<file path="src/logic/ddrcad_pkg.sv">
// constants and types for the command/address pin decode
// assumes a single clock domain on the design side
`default_nettype none
package ddrcad_pkg;
   localparam int ADDR_W = 18;
   localparam int COL_W = 10;
   localparam int BANK_W = 2;
   localparam int BG_W = 2;
   localparam int MR_W = 4;
   localparam int FLAT_W = 4;
   localparam int ID_W = 3;
   // bit positions in the synchronised pin vector
   localparam int POS_ADDR = 0;
   localparam int POS_BA = 18;
   localparam int POS_BG = 20;
   localparam int POS_ID = 22;
   localparam int POS_WE = 25;
   localparam int POS_CAS = 26;
   localparam int POS_RAS = 27;
   localparam int POS_ACT = 28;
   localparam int POS_CS = 29;
   localparam int POS_CKT = 30;
   localparam int POS_CKC = 31;
   localparam int POS_X16 = 32;
   localparam int POS_STK = 33;
   localparam int PIN_W = 34;
   // address bits with a second job
   localparam int AP_BIT = 10;
   localparam int BC_BIT = 12;
   // strobe codes {row, column, write}, active low
   localparam logic [2:0] CODE_MRS = 3'h0;
   localparam logic [2:0] CODE_REF = 3'h1;
   localparam logic [2:0] CODE_PRE = 3'h2;
   localparam logic [2:0] CODE_WR = 3'h4;
   localparam logic [2:0] CODE_RD = 3'h5;
   // reset values
   localparam logic [ADDR_W-1:0] ADDR_RST = 18'h00000;
   localparam logic [ID_W-1:0] ID_RST = 3'h0;
   typedef enum logic [2:0] {
      KIND_NONE, KIND_ACT, KIND_RD, KIND_WR, KIND_PRE, KIND_MRS,
      KIND_REF, KIND_OTHER
   } ddrcad_kind_t;
endpackage : ddrcad_pkg
`default_nettype wire

</file>
<file path="src/logic/ddrcad_sync.sv">
// two-flop synchroniser for a vector of independent levels
// assumes inputs come from outside the clock domain
`default_nettype none
module ddrcad_sync #(
   parameter int W = 1
) (
   input wire logic clock_i,
   input wire logic rst_b_i,
   input wire logic [W-1:0] async_i,
   output logic [W-1:0] sync_o
);
   genvar g;
   generate
      for (g = 0; g < W; g++) begin : g_bit
         logic meta_q;
         logic stab_q;
         always_ff @(posedge clock_i or negedge rst_b_i) begin
            if (!rst_b_i) begin
               meta_q <= 1'b0;
               stab_q <= 1'b0;
            end else begin
               meta_q <= async_i[g];
               stab_q <= meta_q;
            end
         end
         assign sync_o[g] = stab_q;
      end
   endgenerate
endmodule : ddrcad_sync
`default_nettype wire

</file>
<file path="src/logic/ddrcad_decode.sv">
// command and address pin decode of the memory device
// assumes link pins arrive asynchronous to clock_i, clock pair period 300 ns
`default_nettype none
module ddrcad_decode (
   input wire logic clock_i,
   input wire logic rst_b_i,
   input wire logic clock_true_i,
   input wire logic clock_complement_i,
   input wire logic chip_select_low_i,
   input wire logic activate_strobe_low_i,
   input wire logic row_strobe_or_addr16_i,
   input wire logic column_strobe_or_addr15_i,
   input wire logic write_strobe_or_addr14_i,
   input wire logic [17:0] addr_i,
   input wire logic [1:0] bank_select_i,
   input wire logic [1:0] bank_group_select_i,
   input wire logic stack_id_bit0_i,
   input wire logic stack_id_bit1_i,
   input wire logic stack_id_bit2_i,
   input wire logic config_x16_i,
   input wire logic stack_enable_i,
   output logic cmd_valid_o,
   output ddrcad_pkg::ddrcad_kind_t cmd_kind_o,
   output logic [17:0] row_addr_o,
   output logic [9:0] col_addr_o,
   output logic [17:0] opcode_o,
   output logic [3:0] mode_reg_o,
   output logic [1:0] bank_o,
   output logic [1:0] bank_group_o,
   output logic [3:0] flat_bank_o,
   output logic auto_precharge_o,
   output logic precharge_all_o,
   output logic burst_chopped_o,
   output logic [2:0] chip_id_o
);
   function automatic ddrcad_pkg::ddrcad_kind_t kind_of(
      input logic activate_strobe_low, input logic [2:0] code);
      ddrcad_pkg::ddrcad_kind_t k;
      k = ddrcad_pkg::KIND_OTHER;
      if (!activate_strobe_low) begin
         k = ddrcad_pkg::KIND_ACT;
      end else begin
         case (code)
            ddrcad_pkg::CODE_MRS: k = ddrcad_pkg::KIND_MRS;
            ddrcad_pkg::CODE_REF: k = ddrcad_pkg::KIND_REF;
            ddrcad_pkg::CODE_PRE: k = ddrcad_pkg::KIND_PRE;
            ddrcad_pkg::CODE_WR: k = ddrcad_pkg::KIND_WR;
            ddrcad_pkg::CODE_RD: k = ddrcad_pkg::KIND_RD;
            default: k = ddrcad_pkg::KIND_OTHER;
         endcase
      end
      return k;
   endfunction : kind_of

   logic [ddrcad_pkg::PIN_W-1:0] pins;
   logic [ddrcad_pkg::PIN_W-1:0] s;
   assign pins = {stack_enable_i, config_x16_i, clock_complement_i,
      clock_true_i, chip_select_low_i, activate_strobe_low_i,
      row_strobe_or_addr16_i, column_strobe_or_addr15_i,
      write_strobe_or_addr14_i,
      {stack_id_bit2_i, stack_id_bit1_i, stack_id_bit0_i},
      bank_group_select_i, bank_select_i, addr_i};

   ddrcad_sync #(.W(ddrcad_pkg::PIN_W)) u_sync (
      .clock_i(clock_i),
      .rst_b_i(rst_b_i),
      .async_i(pins),
      .sync_o(s)
   );

   logic [17:0] a;
   logic [2:0] code;
   logic [1:0] bg_eff;
   logic [1:0] ba;
   logic ck_hi;
   logic edge_sel;
   assign a = s[ddrcad_pkg::POS_ADDR +: ddrcad_pkg::ADDR_W];
   assign code = {s[ddrcad_pkg::POS_RAS], s[ddrcad_pkg::POS_CAS],
      s[ddrcad_pkg::POS_WE]};
   assign ba = s[ddrcad_pkg::POS_BA +: ddrcad_pkg::BANK_W];
   // x16 has no upper group bit
   assign bg_eff = {s[ddrcad_pkg::POS_BG + 1] & ~s[ddrcad_pkg::POS_X16],
      s[ddrcad_pkg::POS_BG]};
   assign ck_hi = s[ddrcad_pkg::POS_CKT] & ~s[ddrcad_pkg::POS_CKC];
   logic ck_hi_q;
   // crossing of true rising and complement falling
   assign edge_sel = ck_hi & ~ck_hi_q & ~s[ddrcad_pkg::POS_CS];

   logic valid_d, valid_q;
   ddrcad_pkg::ddrcad_kind_t kind_d, kind_q;
   logic [17:0] row_d, row_q, op_d, op_q;
   logic [9:0] col_d, col_q;
   logic [3:0] mr_d, mr_q, flat_d, flat_q;
   logic [1:0] ba_d, ba_q, bg_d, bg_q;
   logic ap_d, ap_q, pall_d, pall_q, bc_d, bc_q;
   logic [2:0] id_d, id_q;

   always_comb begin
      ddrcad_pkg::ddrcad_kind_t k;
      k = kind_of(s[ddrcad_pkg::POS_ACT], code);
      valid_d = 1'b0;
      kind_d = kind_q;
      row_d = row_q;
      col_d = col_q;
      op_d = op_q;
      mr_d = mr_q;
      ba_d = ba_q;
      bg_d = bg_q;
      flat_d = flat_q;
      ap_d = ap_q;
      pall_d = pall_q;
      bc_d = bc_q;
      id_d = id_q;
      if (edge_sel) begin
         valid_d = 1'b1;
         kind_d = k;
         // stack ids only on stacked x8 parts
         id_d = (s[ddrcad_pkg::POS_STK] && !s[ddrcad_pkg::POS_X16]) ?
            s[ddrcad_pkg::POS_ID +: ddrcad_pkg::ID_W] :
            ddrcad_pkg::ID_RST;
         if (k == ddrcad_pkg::KIND_ACT) begin
            row_d = {a[17], code, a[13:0]};
         end
         if (k == ddrcad_pkg::KIND_RD || k == ddrcad_pkg::KIND_WR) begin
            col_d = a[ddrcad_pkg::COL_W-1:0];
            ap_d = a[ddrcad_pkg::AP_BIT];
            bc_d = ~a[ddrcad_pkg::BC_BIT];
         end
         if (k == ddrcad_pkg::KIND_PRE) begin
            pall_d = a[ddrcad_pkg::AP_BIT];
         end
         if (k == ddrcad_pkg::KIND_ACT || k == ddrcad_pkg::KIND_RD ||
             k == ddrcad_pkg::KIND_WR || k == ddrcad_pkg::KIND_PRE) begin
            ba_d = ba;
            bg_d = bg_eff;
            flat_d = {bg_eff, ba};
         end
         if (k == ddrcad_pkg::KIND_MRS) begin
            op_d = a;
            mr_d = {bg_eff, ba};
         end
      end
   end

   always_ff @(posedge clock_i or negedge rst_b_i) begin
      if (!rst_b_i) begin
         ck_hi_q <= 1'b0;
         valid_q <= 1'b0;
         kind_q <= ddrcad_pkg::KIND_NONE;
         row_q <= ddrcad_pkg::ADDR_RST;
         col_q <= 10'h000;
         op_q <= ddrcad_pkg::ADDR_RST;
         mr_q <= 4'h0;
         ba_q <= 2'h0;
         bg_q <= 2'h0;
         flat_q <= 4'h0;
         ap_q <= 1'b0;
         pall_q <= 1'b0;
         bc_q <= 1'b0;
         id_q <= ddrcad_pkg::ID_RST;
      end else begin
         ck_hi_q <= ck_hi;
         valid_q <= valid_d;
         kind_q <= kind_d;
         row_q <= row_d;
         col_q <= col_d;
         op_q <= op_d;
         mr_q <= mr_d;
         ba_q <= ba_d;
         bg_q <= bg_d;
         flat_q <= flat_d;
         ap_q <= ap_d;
         pall_q <= pall_d;
         bc_q <= bc_d;
         id_q <= id_d;
      end
   end

   assign cmd_valid_o = valid_q;
   assign cmd_kind_o = kind_q;
   assign row_addr_o = row_q;
   assign col_addr_o = col_q;
   assign opcode_o = op_q;
   assign mode_reg_o = mr_q;
   assign bank_o = ba_q;
   assign bank_group_o = bg_q;
   assign flat_bank_o = flat_q;
   assign auto_precharge_o = ap_q;
   assign precharge_all_o = pall_q;
   assign burst_chopped_o = bc_q;
   assign chip_id_o = id_q;

   // checks
   logic rise_any;
   assign rise_any = ck_hi & ~ck_hi_q;
endmodule : ddrcad_decode
`default_nettype wire

</file>
<file path="config.mk">
export PLATFORM = sky130hd
export DESIGN_NAME = ddrcad_decode
export DESIGN_NICKNAME = d
export VERILOG_FILES = /design/src/logic/ddrcad_pkg.sv /design/src/logic/ddrcad_sync.sv /design/src/logic/ddrcad_decode.sv
export SDC_FILE = /design/constraint.sdc
export NUM_CORES = 1
export LEC_CHECK = 0
export BUFFER_PORTS_ARGS = -buffer_cell sky130_fd_sc_hd__buf_2
export CORE_ASPECT_RATIO = 2
export CORE_MARGIN = 2
export CORE_UTILIZATION = 40
export CTS_CLUSTER_SIZE = 20
export DETAILED_ROUTE_END_ITERATION = 12
export GPL_TIMING_DRIVEN = 1
export PLACE_DENSITY = 0.67
export REMOVE_ABC_BUFFERS = 1
export SLEW_MARGIN = 20
export SYNTH_ARGS = -nofsm -noshare
export SYNTH_HDL_FRONTEND = slang
export SYNTH_SLANG_ARGS = --single-unit
</file>
<file path="constraint.sdc">
create_clock -name clock_i -period 1.9 [get_ports clock_i]
set_clock_uncertainty 0.05 [all_clocks]
set_input_delay 0.38 -clock clock_i [delete_from_list [all_inputs] [get_ports clock_i]]
set_output_delay 0.38 -clock clock_i [all_outputs]
set_load 0.01 [all_outputs]
</file>
* Word level (Yosys, flattened, before mapping)
Index checks and enable logic that the tools add are counted.
Storage, ports and cells: memories 0, ROM bits 0, input bits 36, word-level logic and storage cells 116, flip-flop bits (word level) 137, output and inout bits 68, latch bits 0, bits in writable memories 0
Operators by class: reductions and logical operators 12, muxes and demuxes 4, divide/modulo/power cells 0, equal/unequal tests 9, multiply operators 0, shifts and indexed selects 0, add/sub/neg operators 0, $lt $le $gt $ge 0, bitwise gates (word level) 9
Operators by type and width (number):
- $pmux W3 S5 | 1
- $eq A3 B3 Y1 const B | 4
- $reduce_and A2 Y1 | 5
- $eq A3 B2 Y1 const B | 3
- $eq A3 B1 Y1 const B | 2
- $mux W3 | 2
- $not A1 Y1 | 5
- $and A1 B1 Y1 | 4
- $logic_or A1 B1 Y1 | 4
- $logic_not A3 Y1 | 1
- $logic_and A1 B1 Y1 | 1
- $logic_not A1 Y1 | 1
- $mux W1 | 1

* Logic depth before layout (Yosys ltp)
word-level depth 8, depth in mapped cells 5, depth with buffers taken out 4

* By module
A second synthesis with hierarchy kept.
Second synthesis, totals: cell total of the unflattened synthesis 266, area, all modules 4526.8 um^2
Modules (own cells, without submodules):
- ddrcad_decode | instances 1, cells each 164, seq. area each 1626.6 um^2, area an instance 2570.0 um^2
- ddrcad_sync | instances 1, cells each 102, seq. area each 1701.6 um^2, area an instance 1956.9 um^2

* Least setup slack after synthesis
Ideal clock, no wire load.
path kind flip-flop to flip-flop, start register u_sync.g_bit[31].stab_q, end register col_q[0] (netlist: col_addr_o[0]), library setup time 0.125 ns, setup slack -0.020 ns, clock period less this slack 1.920 ns, arrival 1.745 ns, cell stages (with the launch flop) 6, buffers on the path 2, required time 1.725 ns, cell sequence dfrtp_1 > or4b_4 > buf_6 > nor3_4 > buf_6 > mux2_2
On the way: word-level cells in the longest chain between the ends 5
Ends and longest elaborated chain:
- start: declaration | RTL line ddrcad_sync.sv:16 | logic stab_q;
- start signal: assignment | RTL line ddrcad_sync.sv:23 | stab_q <= meta_q;
- $not A1 Y1 | RTL line ddrcad_decode.sv:84 | assign ck_hi = s[ddrcad_pkg::POS_CKT] & ~s[ddrcad_pkg::POS_CKC];
- $and A1 B1 Y1 | RTL line ddrcad_decode.sv:84
- $and A1 B1 Y1
- $and A1 B1 Y1 | RTL line ddrcad_decode.sv:87 | assign edge_sel = ck_hi & ~ck_hi_q & ~s[ddrcad_pkg::POS_CS];
- $reduce_and A2 Y1 (no source line)
- end signal: assignment | RTL line ddrcad_decode.sv:166 | col_q <= col_d;
- end: declaration | RTL line ddrcad_decode.sv:92 | logic [9:0] col_d, col_q;
No other way between the ends. A chain may end at the register's enable or synchronous reset.

* Worst setup path after layout
start register u_sync.g_bit[29].stab_q, end register col_q[9] (netlist: col_addr_o[9])
On the way: word-level cells in the longest chain between the ends 3
Ends and longest elaborated chain (RTL line):
- start: declaration | ddrcad_sync.sv:16
- start signal: assignment | ddrcad_sync.sv:23
- $not A1 Y1 | ddrcad_decode.sv:87
- $and A1 B1 Y1 | ddrcad_decode.sv:87
- $reduce_and A2 Y1 (no source line)
No other way between the ends.

==> results by group <==
Critical path
  – CP required: 2.14 ns
  – Worst Setup Path Type: reg2reg
  – R2R depth: 4
  – R2R Path End: col_addr_o[9]
  – Crit-path max FO: 12
  – Crit end category: flip-flop
  – Reg-to-reg setup timing slack: 0.05 ns
  – Worst setup SP type: flip-flop
  – WP data arrival: 2.09 ns
  – Reg-to-Reg Start: u_sync.g_bit[29].stab_q

Synth
  – Synth Cell Area: 4260 µm²
  – Top cells by area, synth: dfrtp_1 (78%), mux2_2 (15%), buf_6 (1.1%)
  – Largest area contributor in the netlist: dfrtp_1
  – Synth cell types: 23
  – Post-synth EDFFs: 0
  – #FFs+latches synth: 133
  – Synth Area per Inst: 18.3 µm²
  – Most common library cells after synthesis: dfrtp_1 (133), mux2_2 (55), nand2_1 (9), buf_4 (5)
  – Post-Syn Instances: 233
  – Post-synthesis sequential area ratio: 78.1%
  – Async SR Flop Fraction: 100%
  – Post-synth top area share: 78.1%
  – Main flop type after synthesis: dfrtp_1
  – Synth Warn #: 0
  – Top-count cell post-synth: dfrtp_1

Placement
  – Port-buffer cells: 103
  – Setup Slack @ Placement: -0.0214 ns
  – Area after DPL: 5050 µm²
  – HPWL after DPL: 5870 µm
  – RePlAce Congestion: 0.781

Final layout
  – Layout cell share with drive strength beyond 1: 56.1%
  – Area delta synth->final: 35.0%
  – Final Net Count: 397
  – Final instance area: 5750 µm²

Power
  – Seq pwr share: 42.5%
  – Power Density: 1340 nW/µm²
  – Clock power frac: 47.6%
  – Maximum vdd drop: 0.860 mV
  – Sw frac: 21.9%
  – Comb pwr share: 9.8%
  – Net Switching: 1690 µW
  – Leak: 0.00289 µW
  – Int Pwr: 6040 µW

Routing
  – Antenna viol nets, final: 0
  – Vias per cell: 4.48
  – Router iterations before antenna repair: 4
  – WL final: 8170 µm
  – Vias: 2,294
  – DRT iter0 DRCs: 92
  – Drt wl/cell: 16.0 µm
  – DRC: 0

CTS
  – Register clock-pin slew on the reported worst setup and hold paths: 0.06 ns
  – Root buf cell: clkbuf_16
  – Worst skew pair latency: 0.41 ns
  – Gates resized, CTS repair: 0
  – CTS tree: built
  – Num CTS Buffers: 17
  – Clock Tree Buf Depth: 2
  – H-tree depth: 4
  – Clock sinks: 133

GRT
  – Remaining Overflow, GRT: 0
  – Initial antenna violation count: 1
  – First-pass GRT wire length: 12,600 µm
  – Largest net degree at the start of global routing: 44
  – GR Util All Layers: 15.2%
  – Number of global-route vias before repair: 2,461

Floorplanning
  – Core ar.: 10,500 µm²
  – # rows: 53
  – Starting Density: 40.7%
  – Die Span Y: 150 µm
  – Die width: 77.0 µm
  – IO Pins: 104
  – Die area: 11,500 µm²

Outcome
  – Status: completed

Timing
  – Final Slew Violations: 0
  – Fmax: 542 MHz
  – Worst hold slack: 0.0213 ns
  – Tcrit/Tclk final: 97.2%
  – RSZ-0062 raised after global routing: yes
  – Number of setup violations in the final report: 0
  – Setup TNS: 0 ns
  – Final setup margin: 0.0535 ns
  – Worst slew margin: 77.4%
  – Worst-Margin Slew: 0.335 ns
  – Fin. Hold Viols: 0
  – Final Critical Period: 1.85 ns

Min path
  – Worst Hold End: u_sync.g_bit[20].meta_q
  – Worst hold stages: 1
  – Worst min path class: in2reg
  – Hold path start: bank_group_select_i[0]

Run
  – Max-cap violations: 0
final cells by class:
type	count	area [µm²]
inverters	4	15.0
clock buffers	19	453
clock inverters	13	228
diodes	1	2.50
well taps	137	171
fillers	902	4720
flip-flops and latches	133	3330
repair buffers	118	721
multi-input cells	87	836
worst max-delay path: stages, from the launching register on:
cell,delay [ns]
dfrtp_1,0.36
or4b_4,0.63
nor3_4,0.18
buf_12,0.17
mux2_2,0.33
per-stage QoR:
step,util [%],power [µW],instances
6_report,54.9,7730,512
5_1_grt,54.9,8030,512
4_1_cts,54.8,7820,510
3_5_place_dp,48.2,4120,477
3_3_place_gp,48.2,4070,477
2_1_floorplan,-,3650,224
state kept, by name (all words and copies together) (netlist names), 3 cells and up:
register / flops
cmd_kind_o: 3
opcode_o: 18
row_addr_o: 18
flat_bank_o: 4
mode_reg_o: 4
col_addr_o: 10
chip_id_o: 3
u_sync.g_bit.stab_q: 34
u_sync.g_bit.meta_q: 34
cells in the final DEF (no fill, tap or decap), types with 2 or more instances in the layout:
cell type	instances
dfrtp_1	133
buf_2	102
mux2_2	55
clkbuf_16	17
nand2_1	9
buf_4	8
buf_12	7
bufinv_16	6
nand3_1	4
nor2b_1	3
inv_1	3
o21ai_0	3
clkinv_2	3
clkbuf_8	2
clkinv_4	2
clkinvlp_4	2
cell families after synthesis:
| family | Yosys count | share of synthesized area [%] |
|---|---|---|
| AO/OA/AOI/OAI | 5 | 0.793 |
| AND/OR/NAND/NOR | 25 | 3.79 |
| multiplexers | 57 | 15.0 |
| flip-flops | 133 | 78.1 |
| buffers and inverters | 13 | 2.29 |
power groups by stage:
stage               clock (µW)  combinational (µW)  sequential, µW
floorplan                    0                 215            3440
global placement             0                 751            3320
detailed placement           0                 774            3340
CTS                       3750                 775            3290
global route              3880                 821            3330
finish                    3680                 759            3290
how the worst max path moves through the flow:
stage,start,to,slack (ns),cells after the start
3_3_place_gp,u_sync.g_bit[31].stab_q,col_addr_o[9],0.005,4
2_1_floorplan,u_sync.g_bit[31].stab_q,auto_precharge_o,-0.08,3
3_5_place_dp,u_sync.g_bit[31].stab_q,col_addr_o[9],-0.02,4
4_1_cts,u_sync.g_bit[29].stab_q,col_addr_o[9],0.04,4
5_1_grt,u_sync.g_bit[29].stab_q,col_addr_o[1],-0.02,4
6_report,u_sync.g_bit[29].stab_q,col_addr_o[9],0.05,4
routing by layer:
metal | share of wire [%] | global-route usage (%) | routed length, µm | up-vias
li1 | - | - | - | 1039
met1 | 35 | 14.8 | 2840 | 1180
met2 | 58 | 26.5 | 4700 | 61
met3 | 4.3 | 5.67 | 353 | 14
met4 | 3.4 | 9.91 | 277 | 0
met5 | 0 | 0 | 0 | -
repair_timing:
action / CTS / global route
pin swaps: 2 / 0
hold buffers: 1 / 0
hold endpoints to repair: 12 / 0
setup buffers: 0 / 1
setup endpoints to repair: 11 / 13
(Power assumes the default switching activity.)
